[src/design/hcc_pkg.sv]
package hcc_pkg;

	localparam int          CHANNELS      = 32;
	localparam int          CHAN_W        = 5;
	localparam int          LEN_W         = 14;
	localparam int          PAD_W         = 8;
	localparam int          ADDR_W        = 10;

	localparam logic        DIR_TX        = 1'b0;
	localparam logic        DIR_RX        = 1'b1;

	localparam logic [9:0]  OFS_CFG_BASE  = 10'h000;
	localparam logic [9:0]  OFS_MAX_ONE   = 10'h100;
	localparam logic [9:0]  OFS_MAX_TWO   = 10'h104;
	localparam logic [9:0]  OFS_EVENTS    = 10'h108;

	localparam logic [31:0] CFG_RESET     = 32'h0000_0000;
	localparam logic [31:0] CFG_WMASK     = 32'hBFBF_FFC0;
	localparam logic [13:0] MAX_RESET     = 14'h3FFF;
	localparam logic [31:0] EVENTS_RESET  = 32'h0000_0000;

	localparam int          EV_PADFILL    = 0;
	localparam int          EV_ERR_INC    = 1;
	localparam int          EV_ERR_DEC    = 2;
	localparam int          EV_DUP        = 3;
	localparam int          EV_LENGTH     = 4;
	localparam int          EV_W          = 5;

	typedef enum logic [2:0]
	{
		PROTO_TRANSPARENT = 3'h0,
		PROTO_SS7_FCS16   = 3'h1,
		PROTO_HDLC_FCS16  = 3'h2,
		PROTO_HDLC_FCS32  = 3'h3
	} hcc_proto_e;

	localparam logic [1:0]  LIMIT_NONE    = 2'h0;
	localparam logic [1:0]  LIMIT_ONE     = 2'h1;
	localparam logic [1:0]  LIMIT_TWO     = 2'h2;

	typedef struct packed
	{
		logic       pad_adjust_enable;
		logic       rsvd_30;
		logic [5:0] fifo_start_index;
		logic       data_complement;
		logic       rsvd_22;
		logic [5:0] fifo_length_code;
		logic       end_padfill_irq_enable;
		logic [2:0] protocol;
		logic [1:0] length_limit_select;
		logic       fcs_pass_through;
		logic       err_inc_irq_enable;
		logic       err_dec_irq_enable;
		logic       dup_irq_enable;
		logic [5:0] rsvd_low;
	} hcc_cfg_s;

	typedef struct packed
	{
		logic [5:0] fifo_start_index;
		logic [6:0] fifo_words;
		logic       data_complement;
		logic       send_fcs;
		logic       store_fcs;
		logic [2:0] protocol;
	} hcc_chan_s;

endpackage : hcc_pkg

[src/design/hcc_pad_adjust.sv]
`timescale 1ns/10ps
module hcc_pad_adjust
(
	input  wire logic                    ref_clk,
	input  wire logic                    srst,
	input  wire logic                    enable,
	input  wire logic                    pad_load,
	input  wire logic [hcc_pkg::PAD_W-1:0] pad_value,
	input  wire logic                    zero_insert,
	output logic [hcc_pkg::PAD_W-1:0]      pad_fill_count
);

	logic [hcc_pkg::PAD_W-1:0] pad_ff;

	// a load in the same cycle as a zero insertion wins: the new frame starts fresh
	always_ff @(posedge ref_clk)
	begin
		if (srst)
			pad_ff <= '0;
		else if (pad_load)
			pad_ff <= pad_value;
		else if (zero_insert && enable && (pad_ff != '0))
			pad_ff <= pad_ff - 1'b1;
	end

	assign pad_fill_count = pad_ff;

	AST_PAD_HOLD: assert property (@(posedge ref_clk) disable iff (srst)
		(zero_insert && !enable && !pad_load) |=> $stable(pad_fill_count))
		else $error("pad count moved with adjustment off");

	AST_PAD_DEC: assert property (@(posedge ref_clk) disable iff (srst)
		(zero_insert && enable && !pad_load && pad_fill_count != '0)
		|=> pad_fill_count == $past(pad_fill_count) - 1'b1)
		else $error("pad count not reduced on zero insertion");

endmodule : hcc_pad_adjust

[src/design/hcc_len_check.sv]
`timescale 1ns/10ps
module hcc_len_check
(
	input  wire logic                      ref_clk,
	input  wire logic                      srst,
	input  wire logic [1:0]                limit_select,
	input  wire logic [hcc_pkg::LEN_W-1:0] max_one,
	input  wire logic [hcc_pkg::LEN_W-1:0] max_two,
	input  wire logic                      byte_valid,
	input  wire logic                      msg_end,
	output logic                           length_error
);

	logic [hcc_pkg::LEN_W:0]   count_ff;
	logic                      flagged_ff;
	logic                      err_ff;
	logic [hcc_pkg::LEN_W-1:0] limit;
	logic                      over;

	always_comb
	begin
		limit = max_one;
		if (limit_select == hcc_pkg::LIMIT_TWO)
			limit = max_two;
	end

	// select value 3 is left unchecked, like value 0
	assign over = byte_valid && !flagged_ff && (count_ff >= {1'b0, limit})
		&& ((limit_select == hcc_pkg::LIMIT_ONE) || (limit_select == hcc_pkg::LIMIT_TWO));

	always_ff @(posedge ref_clk)
	begin
		if (srst || msg_end)
			count_ff <= '0;
		else if (byte_valid && count_ff[hcc_pkg::LEN_W] == 1'b0)
			count_ff <= count_ff + 1'b1;
	end

	always_ff @(posedge ref_clk)
	begin
		if (srst || msg_end)
			flagged_ff <= 1'b0;
		else if (over)
			flagged_ff <= 1'b1;
	end

	always_ff @(posedge ref_clk)
	begin
		if (srst)
			err_ff <= 1'b0;
		else
			err_ff <= over;
	end

	assign length_error = err_ff;

	AST_NO_CHECK: assert property (@(posedge ref_clk) disable iff (srst)
		(limit_select == hcc_pkg::LIMIT_NONE) |=> !length_error)
		else $error("length error with checking off");

	AST_LIMIT: assert property (@(posedge ref_clk) disable iff (srst)
		(byte_valid && !msg_end && !flagged_ff && limit_select == hcc_pkg::LIMIT_ONE && count_ff == {1'b0, max_one})
		|=> length_error)
		else $error("overlong message not flagged against first limit");

endmodule : hcc_len_check

[src/design/hcc_channel_config.sv]
// Implementation choices: the Avalon-MM interface to the registers and the placing of the registers.
`timescale 1ns/10ps
module hcc_channel_config
(
	input  wire logic                              ref_clk,
	input  wire logic                              srst,
	input  wire logic [hcc_pkg::ADDR_W-1:0]        avs_address,
	input  wire logic                              avs_read,
	input  wire logic                              avs_write,
	input  wire logic [3:0]                        avs_byteenable,
	input  wire logic [31:0]                       avs_writedata,
	output logic [31:0]                            avs_readdata,
	output logic                                   avs_waitrequest,
	input  wire logic [hcc_pkg::CHAN_W-1:0]        tx_chan,
	input  wire logic [hcc_pkg::CHAN_W-1:0]        rx_chan,
	output hcc_pkg::hcc_chan_s                     tx_setup,
	output hcc_pkg::hcc_chan_s                     rx_setup,
	input  wire logic                              tx_pad_load,
	input  wire logic [hcc_pkg::PAD_W-1:0]         tx_pad_value,
	input  wire logic                              tx_zero_insert,
	output logic [hcc_pkg::PAD_W-1:0]              pad_fill_count,
	input  wire logic                              tx_padfill_done,
	output logic                                   end_padfill_irq,
	input  wire logic                              rx_byte_valid,
	input  wire logic                              rx_msg_end,
	output logic                                   rx_length_error,
	input  wire logic                              err_count_inc,
	input  wire logic                              err_count_dec,
	input  wire logic                              rx_duplicate,
	output logic                                   err_inc_irq,
	output logic                                   err_dec_irq,
	output logic                                   dup_irq
);

	logic [31:0]                  cfg_mem [0:2*hcc_pkg::CHANNELS-1];
	logic [hcc_pkg::LEN_W-1:0]    max_one_ff;
	logic [hcc_pkg::LEN_W-1:0]    max_two_ff;
	logic [hcc_pkg::EV_W-1:0]     events_ff;
	logic                         ack_ff;
	logic [31:0]                  rdata_ff;
	hcc_pkg::hcc_chan_s           tx_setup_ff;
	hcc_pkg::hcc_chan_s           rx_setup_ff;
	logic                         eop_irq_ff;
	logic                         inc_irq_ff;
	logic                         dec_irq_ff;
	logic                         dup_irq_ff;
	hcc_pkg::hcc_cfg_s            tx_cfg;
	hcc_pkg::hcc_cfg_s            rx_cfg;
	logic                         ss7_rx;
	logic                         wr_go;
	logic                         in_cfg;
	logic [5:0]                   cfg_idx;
	logic [hcc_pkg::EV_W-1:0]     ev_set;
	logic [31:0]                  nxt_rdata;

	function automatic logic [31:0] merge_be(input logic [31:0] old, input logic [31:0] wd, input logic [3:0] be);
		logic [31:0] r;
		r = old;
		for (int i = 0; i < 4; i++)
			if (be[i])
				r[8*i +: 8] = wd[8*i +: 8];
		return r;
	endfunction : merge_be

	function automatic hcc_pkg::hcc_chan_s derive(input hcc_pkg::hcc_cfg_s c);
		hcc_pkg::hcc_chan_s s;
		s.fifo_start_index = c.fifo_start_index;
		s.fifo_words       = 7'({c.fifo_length_code, 1'b0}) + 7'h02;
		s.data_complement  = c.data_complement;
		s.send_fcs         = !c.fcs_pass_through && (c.protocol != hcc_pkg::PROTO_TRANSPARENT);
		s.store_fcs        = c.fcs_pass_through;
		s.protocol         = c.protocol;
		return s;
	endfunction : derive

	// slot 0..31 transmit, 32..63 receive, one word each
	assign tx_cfg  = hcc_pkg::hcc_cfg_s'(cfg_mem[{hcc_pkg::DIR_TX, tx_chan}]);
	assign rx_cfg  = hcc_pkg::hcc_cfg_s'(cfg_mem[{hcc_pkg::DIR_RX, rx_chan}]);
	assign ss7_rx  = (rx_cfg.protocol == hcc_pkg::PROTO_SS7_FCS16);
	assign in_cfg  = (avs_address[9:8] == hcc_pkg::OFS_CFG_BASE[9:8]);
	assign cfg_idx = avs_address[7:2];
	// every access costs exactly one wait cycle; the array read needs it
	assign avs_waitrequest = (avs_read || avs_write) && !ack_ff;
	assign wr_go   = avs_write && ack_ff;

	always_ff @(posedge ref_clk)
	begin
		if (srst)
			ack_ff <= 1'b0;
		else
			ack_ff <= (avs_read || avs_write) && !ack_ff;
	end

	always_comb
	begin
		nxt_rdata = 32'h0000_0000;
		if (in_cfg)
			nxt_rdata = cfg_mem[cfg_idx];
		else if (avs_address == hcc_pkg::OFS_MAX_ONE)
			nxt_rdata = 32'(max_one_ff);
		else if (avs_address == hcc_pkg::OFS_MAX_TWO)
			nxt_rdata = 32'(max_two_ff);
		else if (avs_address == hcc_pkg::OFS_EVENTS)
			nxt_rdata = 32'(events_ff);
	end

	always_ff @(posedge ref_clk)
	begin
		if (srst)
			rdata_ff <= 32'h0000_0000;
		else if (avs_read && !ack_ff)
			rdata_ff <= nxt_rdata;
	end

	assign avs_readdata = rdata_ff;

	// reserved bits are dropped on write so they always read back as zero
	always_ff @(posedge ref_clk)
	begin
		if (srst)
		begin
			for (int i = 0; i < 2*hcc_pkg::CHANNELS; i++)
				cfg_mem[i] <= hcc_pkg::CFG_RESET;
		end
		else if (wr_go && in_cfg)
			cfg_mem[cfg_idx] <= merge_be(cfg_mem[cfg_idx], avs_writedata, avs_byteenable)
				& hcc_pkg::CFG_WMASK;
	end

	always_ff @(posedge ref_clk)
	begin
		if (srst)
		begin
			max_one_ff <= hcc_pkg::MAX_RESET;
			max_two_ff <= hcc_pkg::MAX_RESET;
		end
		else if (wr_go && avs_address == hcc_pkg::OFS_MAX_ONE)
			max_one_ff <= hcc_pkg::LEN_W'(merge_be(32'(max_one_ff), avs_writedata, avs_byteenable));
		else if (wr_go && avs_address == hcc_pkg::OFS_MAX_TWO)
			max_two_ff <= hcc_pkg::LEN_W'(merge_be(32'(max_two_ff), avs_writedata, avs_byteenable));
	end

	assign ev_set = {rx_length_error, dup_irq_ff, dec_irq_ff, inc_irq_ff, eop_irq_ff};

	// write one to clear; a new event in the clearing cycle stays set
	always_ff @(posedge ref_clk)
	begin
		if (srst)
			events_ff <= hcc_pkg::EV_W'(hcc_pkg::EVENTS_RESET);
		else if (wr_go && avs_address == hcc_pkg::OFS_EVENTS && avs_byteenable[0])
			events_ff <= (events_ff & ~avs_writedata[hcc_pkg::EV_W-1:0]) | ev_set;
		else
			events_ff <= events_ff | ev_set;
	end

	always_ff @(posedge ref_clk)
	begin
		if (srst)
		begin
			tx_setup_ff <= '0;
			rx_setup_ff <= '0;
		end
		else
		begin
			tx_setup_ff <= derive(tx_cfg);
			rx_setup_ff <= derive(rx_cfg);
		end
	end

	assign tx_setup = tx_setup_ff;
	assign rx_setup = rx_setup_ff;

	always_ff @(posedge ref_clk)
	begin
		if (srst)
		begin
			eop_irq_ff <= 1'b0;
			inc_irq_ff <= 1'b0;
			dec_irq_ff <= 1'b0;
			dup_irq_ff <= 1'b0;
		end
		else
		begin
			eop_irq_ff <= tx_padfill_done && tx_cfg.end_padfill_irq_enable;
			inc_irq_ff <= err_count_inc && ss7_rx && rx_cfg.err_inc_irq_enable;
			dec_irq_ff <= err_count_dec && ss7_rx && rx_cfg.err_dec_irq_enable;
			dup_irq_ff <= rx_duplicate && ss7_rx && rx_cfg.dup_irq_enable;
		end
	end

	assign end_padfill_irq = eop_irq_ff;
	assign err_inc_irq     = inc_irq_ff;
	assign err_dec_irq     = dec_irq_ff;
	assign dup_irq         = dup_irq_ff;

	hcc_pad_adjust u_pad
	(
		.ref_clk        (ref_clk),
		.srst           (srst),
		.enable         (tx_cfg.pad_adjust_enable),
		.pad_load       (tx_pad_load),
		.pad_value      (tx_pad_value),
		.zero_insert    (tx_zero_insert),
		.pad_fill_count (pad_fill_count)
	);

	// one receive message checked at a time; the caller keeps rx_chan steady through a message
	hcc_len_check u_len
	(
		.ref_clk      (ref_clk),
		.srst         (srst),
		.limit_select (rx_cfg.length_limit_select),
		.max_one      (max_one_ff),
		.max_two      (max_two_ff),
		.byte_valid   (rx_byte_valid),
		.msg_end      (rx_msg_end),
		.length_error (rx_length_error)
	);

	AST_WAIT_ONE: assert property (@(posedge ref_clk) disable iff (srst)
		((avs_read || avs_write) && !ack_ff) |=> !avs_waitrequest)
		else $error("waitrequest held past one cycle");

	AST_EOP_OFF: assert property (@(posedge ref_clk) disable iff (srst)
		(tx_padfill_done && !tx_cfg.end_padfill_irq_enable) |=> !end_padfill_irq)
		else $error("padfill interrupt while disabled");

	AST_EOP_ON: assert property (@(posedge ref_clk) disable iff (srst)
		(tx_padfill_done && tx_cfg.end_padfill_irq_enable) |=> end_padfill_irq ##1 events_ff[hcc_pkg::EV_PADFILL])
		else $error("padfill interrupt missing");

	AST_ERR_INC: assert property (@(posedge ref_clk) disable iff (srst)
		err_inc_irq |-> $past(err_count_inc && ss7_rx && rx_cfg.err_inc_irq_enable))
		else $error("error increment interrupt without cause");

	AST_ERR_DEC: assert property (@(posedge ref_clk) disable iff (srst)
		(err_count_dec && ss7_rx && rx_cfg.err_dec_irq_enable) |=> err_dec_irq)
		else $error("error decrement interrupt missing");

	AST_DUP: assert property (@(posedge ref_clk) disable iff (srst)
		(rx_duplicate && !ss7_rx) |=> !dup_irq)
		else $error("duplicate interrupt outside ss7");

	AST_FCS: assert property (@(posedge ref_clk) disable iff (srst)
		rx_setup.store_fcs |-> !rx_setup.send_fcs)
		else $error("fcs both stored and sent");

	AST_INV: assert property (@(posedge ref_clk) disable iff (srst)
		!tx_cfg.data_complement |=> !tx_setup.data_complement)
		else $error("inversion reported while clear");

	AST_SIZE: assert property (@(posedge ref_clk) disable iff (srst)
		1'b1 |=> tx_setup.fifo_words == 7'($past(tx_cfg.fifo_length_code)) * 7'h02 + 7'h02)
		else $error("fifo size decode wrong");

	AST_ERR_INC_ON: assert property (@(posedge ref_clk) disable iff (srst)
		(err_count_inc && ss7_rx && rx_cfg.err_inc_irq_enable) |=> err_inc_irq)
		else $error("error increment interrupt missing");

	AST_ERR_DEC_CAUSE: assert property (@(posedge ref_clk) disable iff (srst)
		err_dec_irq |-> $past(err_count_dec && ss7_rx && rx_cfg.err_dec_irq_enable))
		else $error("error decrement interrupt without cause");

	AST_DUP_ON: assert property (@(posedge ref_clk) disable iff (srst)
		(rx_duplicate && ss7_rx && rx_cfg.dup_irq_enable) |=> dup_irq)
		else $error("duplicate interrupt missing");

	AST_START: assert property (@(posedge ref_clk) disable iff (srst)
		1'b1 |=> rx_setup.fifo_start_index == $past(rx_cfg.fifo_start_index))
		else $error("fifo start index not passed on");

	AST_PROTO: assert property (@(posedge ref_clk) disable iff (srst)
		1'b1 |=> tx_setup.protocol == $past(tx_cfg.protocol))
		else $error("protocol select not passed on");

	AST_FCS_NORMAL: assert property (@(posedge ref_clk) disable iff (srst)
		(tx_cfg.protocol != hcc_pkg::PROTO_TRANSPARENT && !tx_cfg.fcs_pass_through)
		|=> (tx_setup.send_fcs && !tx_setup.store_fcs))
		else $error("normal fcs mode not decoded");

	AST_FCS_PASS: assert property (@(posedge ref_clk) disable iff (srst)
		rx_cfg.fcs_pass_through |=> (rx_setup.store_fcs && !rx_setup.send_fcs))
		else $error("fcs pass-through mode not decoded");

	AST_CFG_WRITE: assert property (@(posedge ref_clk) disable iff (srst)
		(wr_go && in_cfg && avs_byteenable == 4'hF)
		|=> cfg_mem[$past(cfg_idx)] == ($past(avs_writedata) & hcc_pkg::CFG_WMASK))
		else $error("configuration word not stored");

	AST_LEN_EVENT: assert property (@(posedge ref_clk) disable iff (srst)
		rx_length_error |=> events_ff[hcc_pkg::EV_LENGTH])
		else $error("length event not recorded");

endmodule : hcc_channel_config

[config.mk]
export PLATFORM = sky130hd
export DESIGN_NAME = hcc_channel_config
export DESIGN_NICKNAME = d
export VERILOG_FILES = /design/src/design/hcc_pkg.sv /design/src/design/hcc_pad_adjust.sv /design/src/design/hcc_len_check.sv /design/src/design/hcc_channel_config.sv
export SDC_FILE = /design/constraint.sdc
export NUM_CORES = 2
export LEC_CHECK = 0
export BUFFER_PORTS_ARGS = -buffer_cell sky130_fd_sc_hd__buf_2
export CAP_MARGIN = 20
export CORE_AREA = 2 2 386 388
export CTS_CLUSTER_DIAMETER = 60
export DETAILED_ROUTE_END_ITERATION = 7
export DIE_AREA = 0 0 388 390
export GPL_ROUTABILITY_DRIVEN = 0
export MAX_ROUTING_LAYER = met4
export PLACE_DENSITY = 0.79
export SETUP_SLACK_MARGIN = 0.15
export SYNTH_ARGS = -nofsm -noshare
export SYNTH_HDL_FRONTEND = slang
export SYNTH_SLANG_ARGS = --single-unit
[constraint.sdc]
create_clock -name ref_clk -period 6.85 [get_ports ref_clk]
set_input_delay 1.0275 -clock ref_clk [delete_from_list [all_inputs] [get_ports ref_clk]]
set_output_delay 1.0275 -clock ref_clk [all_outputs]
set_load 0.005 [all_outputs]
# --- After elaboration in Yosys (flattened, before gate mapping) ---
# Memory sizes are Yosys's and may differ from the RTL's.
# Cells that the tools add are included.
op_classes:
  order_cmp: 1
  n_addsub: 4
  n_reduce_logical: 40
  n_bitwise: 6
  n_mux: 28
  n_eq_ne: 6
ops:
  columns: ["cell", "n"]
  rows:
  - ["8-bit 2-to-1 mux", 14]
  - ["14-bit 2-to-1 mux", 3]
  - ["32-bit 2-to-1 mux", 1]
  - ["10-bit by 9-bit equality test with 1-bit output, second input constant", 3]
  - ["24-bit 2-to-1 mux", 1]
  - ["24-bit OR reduction", 1]
  - ["1-bit logical AND", 23]
  - ["15-bit by 1-bit adder with 15-bit output, second input constant", 1]
  - ["15-bit by 14-bit greater-or-equal comparator with 1-bit output", 1]
  - ["7-bit by 2-bit adder with 7-bit output, second input constant", 2]
  - ["5-bit 2-to-1 mux", 2]
  - ["5-bit bitwise OR", 2]
  - ["8-bit nonzero test", 1]
  - ["8-bit by 1-bit subtractor with 8-bit output, second input constant", 1]
  - ["1-bit 2-to-1 mux", 6]
  - ["6-bit 2-to-1 mux", 1]
  - ["3-bit AND reduction", 2]
  - ["3-bit nonzero test", 2]
  - ["5-bit AND", 1]
  - ["5-bit inverter", 1]
  - ["1-bit zero test", 4]
  - ["2-bit AND reduction", 2]
  - ["3-bit by 1-bit equality test with 1-bit output, second input constant", 1]
  - ["1-bit logical OR", 3]
  - ["5 further kinds", 6]
word_totals:
  wordCells: 113
  ram_bits: 1536
  out_inout_bits: 84
  memories: 1
  regBits: 133
memory_table:
  columns: ["name", "depth", "word_bits", "rd", "rd_clocked_by_memory_dff", "write_ports", "line", "rtl"]
  rows:
  - ["cfg_mem", 64, 24, 3, 0, 64, "hcc_channel_config.sv:35", "logic [31:0] cfg_mem [0:2*hcc_pkg::CHANNELS-1];"]

# --- Depth between registers and ports, before layout ---
logic_depth:
  ltp_word: 7
  depth_mapped: 20
  mapped_depth_nobuf: 13

# --- Hierarchy ---
# From an unflattened synthesis, not the netlist that was laid out.
unflattened:
  cells_unflattened: 5548
  area_unflattened_um2: 82466.6
by_module_without_submodules:
  columns: ["module", "cells_per_inst", "n_inst", "area_each_um2", "seq_area_each_um2"]
  rows:
  - ["hcc_channel_config", 5360, 1, 80757.5, 48206.2]
  - ["hcc_len_check", 130, 1, 1226.2, 340.3]
  - ["hcc_pad_adjust", 58, 1, 483.0, 160.2]

# --- Worst setup path before layout ---
# OpenSTA, ideal clock, no wires.
synth_timing:
  kind: "input port to flip-flop"
  start: "input rx_chan[1] in the netlist's numbering"
  end: "register u_len.flagged_ff"
  required_time_ps: 6735
  path_stages: 20
  t_arrival_ps: 5886
  slack_ps: 849
  cell_sequence: "buf_2 -> buf_1 -> buf_1 -> clkbuf_1 -> clkbuf_1 -> mux4_2 -> mux4_2 -> mux2i_1 -> ha_1 -> clkbuf_1 -> buf_1 -> mux2i_1 -> ha_1 -> a21o_1 -> a21o_1 -> a21oi_1 -> o21ai_0 -> a211oi_1 -> o21ai_0 -> o21ba_2"
synth_via:
  elab_chain_len: 6
  word_cells_on_any_way: 8
synth_rtl:
  columns: ["element", "line", "rtl"]
  rows:
  - ["from (decl)", "hcc_channel_config.sv:15", "input wire logic [hcc_pkg::CHAN_W-1:0] rx_chan,"]
  - ["memory 64 x 24 bit *", null, null]
  - ["2-bit equality test", "hcc_len_check.sv:23, hcc_len_check.sv:29", null]
  - ["14-bit 2-to-1 mux", "hcc_len_check.sv:23", "if (limit_select == hcc_pkg::LIMIT_TWO)"]
  - ["15-bit by 14-bit greater-or-equal comparator with 1-bit output", "hcc_len_check.sv:28", "assign over = byte_valid && !flagged_ff && (count_ff >= {1'b0, limit})"]
  - ["1-bit logical AND", "hcc_len_check.sv:28", null]
  - ["1-bit logical AND *", "hcc_len_check.sv:29", "&& ((limit_select == hcc_pkg::LIMIT_ONE) || (limit_select == hcc_pkg::LIMIT_TWO));"]
  - ["to (signal assigned)", "hcc_len_check.sv:42", "flagged_ff <= 1'b0;"]
  - ["to (signal assigned)", "hcc_len_check.sv:44", "flagged_ff <= 1'b1;"]
  - ["to (decl)", "hcc_len_check.sv:15", "logic flagged_ff;"]
# Every way passes the cells marked *; elsewhere a longest branch is shown, timed or not.
# A chain may end at the register's enable or synchronous reset.

==> flow_metrics.tcl <==
set metrics [dict create \
    outcome "finished clean" \
    ios 160 \
    mostFrequentLayoutCells "nor2_1, edfxtp_1, mux4_2" \
    grt_use_total_pct 36.78 \
    holdPathStages 1 \
    cts_hold_buffers 0 \
    setup_tns_ps 0 \
    path_class "in -> reg" \
    r2r_slack_ps 2510 \
    leakagePower_uw 0.03158 \
    hpwl_mm 165.4 \
    clock_sinks 1665 \
    dr.pass1.iters 8 \
    rsz0062_at_grt "no" \
    min_period_ps 5106 \
    die_x_um 388 \
    final_net_count 5612 \
    netlist_area_um2 82050 \
    final_cell_area_um2 90320 \
    first_iter_violations 9963 \
    die_area_um2 151300 \
    clock_skew_ps 40.65 \
    tightest_slew_ps 1214 \
    layout_commonest_cell "nor2_1" \
    ctsLongestPathBuffers 3 \
    cts_resized 0 \
    worst_setup_path_end_kind "flop" \
    synth_area_leaders "edfxtp_1, mux4_2, nor2_1" \
    cts_root_buffer "clkbuf_16" \
    wl_mm 269.5 \
    min_period_over_period_pct 74.54 \
    drv_cap 0 \
    crit_buf_inv 3 \
    ys_seq_area_share_pct 59.36 \
    yosysTopAreaCellShare_pct 56.21 \
    slowest_delay_ps 680 \
    start_util_pct 55.77 \
    drt_drc_violations_left 0 \
    grt-ovfl-total 0 \
    clk_pin_slew_ps 60 \
    ant_nets 0 \
    grt_max_degree 77 \
    placed_cell_area_um2 85090 \
    antenna_found_initial 12 \
    worst_skew_pair.late_latency_ps 820 \
    p_per_area_nw_per_um2 257.4 \
    post-cts-setup-buffers 0 \
    cpMaxStageDelayCell "buf_4" \
    synth_edf_count 1536 \
    synth_seq_cells 1665 \
    synth_flop_cell "edfxtp_1" \
    cts_tree "yes" \
    die_h_um 390 \
    avgRoutedWirePerCell_um 35.49 \
    r2r-end "u_len.flagged_ff" \
    rows 141 \
    viasPerCell 7.173 \
    required_ps 7360 \
    peakVddDrop_v 0.0002359 \
    worstPathArrival_ps 5620 \
    grt_pass1_wl_mm 381.1 \
    drive_above_1_share_pct 27.67 \
    avgSynthCellArea_um2 15.02 \
    port_buffers 153 \
    syn_inst 5463 \
    numCtsBuffers 169 \
    area_delta_synth_final_pct 10.08 \
    async_flop_share_pct 0 \
    cp_cell_sequence "buf_8 > buf_4 > mux4_2 > mux2i_1 > o22ai_1 > nor2_1 > o21ai_0 > mux2i_4 > buf_4 > nor2_1" \
    min_from "u_len.flagged_ff" \
    ys_warn_count 0 \
    clock.fmax_ghz 0.1958 \
    via_count 54460 \
    synth_top_cell_by_area "edfxtp_1" \
    n_fill_cell 10330 \
    hold_slack_ps 420.5 \
    timing.max_slew.rel_slack_pct 19.05 \
    core_um2 147100 \
    hold_path_class "reg -> reg" \
    reg2reg_depth 13 \
    grt_pass1_vias 54540 \
    critPathTopFamily "buffers and inverters" \
    regToRegStartpoint "cfg_mem[59][4]" \
    hold_violations 0 \
    drv_slew 0 \
    worst-path-max-fanout 64 \
    start_kind "primary input" \
    ys_types 60 \
    htreeDepth 4 \
    hold_end "u_len.length_error" \
    finalSetupViolations 0 \
]
worst max-delay path by stage:
stage / start / to / slack, ps / cells past startpoint
finish: avs_address[2] / cfg_mem[48][22] / 1740 / 10
global route: avs_address[2] / cfg_mem[7][22] / 1750 / 10
CTS: avs_address[2] / cfg_mem[57][8] / 2040 / 10
detailed placement: avs_address[2] / cfg_mem[61][8] / 1210 / 10
global placement: avs_address[2] / cfg_mem[11][19] / 1240 / 9
floorplan: rx_chan[1] / u_len.flagged_ff / 850 / 20
synth_stat cells, types with 5 or more instances:
master / instances
o21ai_2: 7
or3_1: 10
buf_6: 23
nand2b_1: 76
dfxtp_1: 129
mux2i_1: 112
nand2_1: 142
a211oi_1: 8
a22oi_1: 15
a22o_1: 17
a221oi_1: 5
buf_2: 192
o21ai_1: 5
xnor2_1: 12
nor3b_1: 5
buf_1: 41
mux2i_2: 6
mux2i_4: 7
xor2_1: 9
mux2_2: 34
nand3_1: 15
a21o_1: 6
o21ai_0: 28
nor2b_1: 45
inv_1: 10
buf_4: 40
edfxtp_1: 1536
and2_1: 7
nor2_1: 1637
a21oi_1: 32
or2_2: 5
o22ai_1: 27
nand4_1: 10
ha_1: 20
nor3_1: 19
a211o_1: 31
mux4_2: 848
clkbuf_1: 243
and3_1: 10
through the flow:
stage	util, %	setup slack, ps	instances	total power [uW]
after floorplan	-	849.0	5466	13450
after global placement	57.80	1237	7268	14390
after detailed placement	57.83	1213	7271	14470
after CTS	61.34	2045	7575	23130
after global routing	61.38	1752	7591	23670
final	61.39	1744	7593	23250
cell type report:
| type | instances | area (um^2) | area share [%] |
|---|---|---|---|
| Antenna cell | 14 | 35.03 | 0.03879 |
| Clock buffer | 238 | 4715 | 5.220 |
| Clock inverter | 66 | 445.4 | 0.4931 |
| Inverter | 14 | 60.06 | 0.06649 |
| Multi-Input combinational cell | 3248 | 30870 | 34.18 |
| Sequential cell | 1665 | 48710 | 53.93 |
| Tap cell | 1930 | 2415 | 2.674 |
| Timing Repair Buffer | 418 | 3078 | 3.408 |
cell families after synthesis:
| logic type | count (synthesis) | share of synthesized area (%) |
|---|---|---|
| compound gates | 203 | 1.741 |
| xor+xnor | 21 | 0.2242 |
| fa+ha+maj | 20 | 0.3050 |
| buf+inv | 553 | 3.216 |
| flops | 1665 | 59.36 |
| mux | 1007 | 25.40 |
| other cells | 1 | 0.004570 |
| simple gates | 1993 | 9.747 |
layer usage:
metal | routed length (um) | up-vias | part of all wire [%] | track usage, %
li1 | - | 20920 | - | -
met1 | 79230 | 26930 | 29 | 43.45
met2 | 120100 | 5426 | 45 | 53.27
met3 | 47750 | 1184 | 18 | 13.75
met4 | 22480 | 0 | 8.3 | 23.75
met5 | 0 | - | 0 | -
state kept, by name (all words and copies together), names as in the netlist, 5 cells and up:
signal                cells
u_pad.pad_fill_count      8
u_len.count_ff           15
rx_setup                 18
max_two_ff               14
events_ff                 5
max_one_ff               14
avs_readdata             30
cfg_mem                1536
tx_setup                 18
worst reg2reg max path: stages (launching register included):
cell and delay [ps]:
edfxtp_1 390, mux4_2 500, mux4_2 560, mux2i_1 230, ha_1 650, mux2i_1 390
ha_1 310, a21o_1 170, a21o_1 180, a21oi_1 140, o21ai_0 100, a211oi_1 250
o21ai_0 150, o21ba_2 220
where the power goes:
| part | total (uW) | internal [uW] | switching [uW] | leakage (uW) |
|---|---|---|---|---|
| logic | 2820 | 1020 | 1790 | 0.0121 |
| clock network | 8860 | 4910 | 3950 | 0.00254 |
| registers | 11600 | 11400 | 167 | 0.0169 |
| total | 23300 | 17300 | 5910 | 0.0316 |
(Power assumes the default switching activity.)
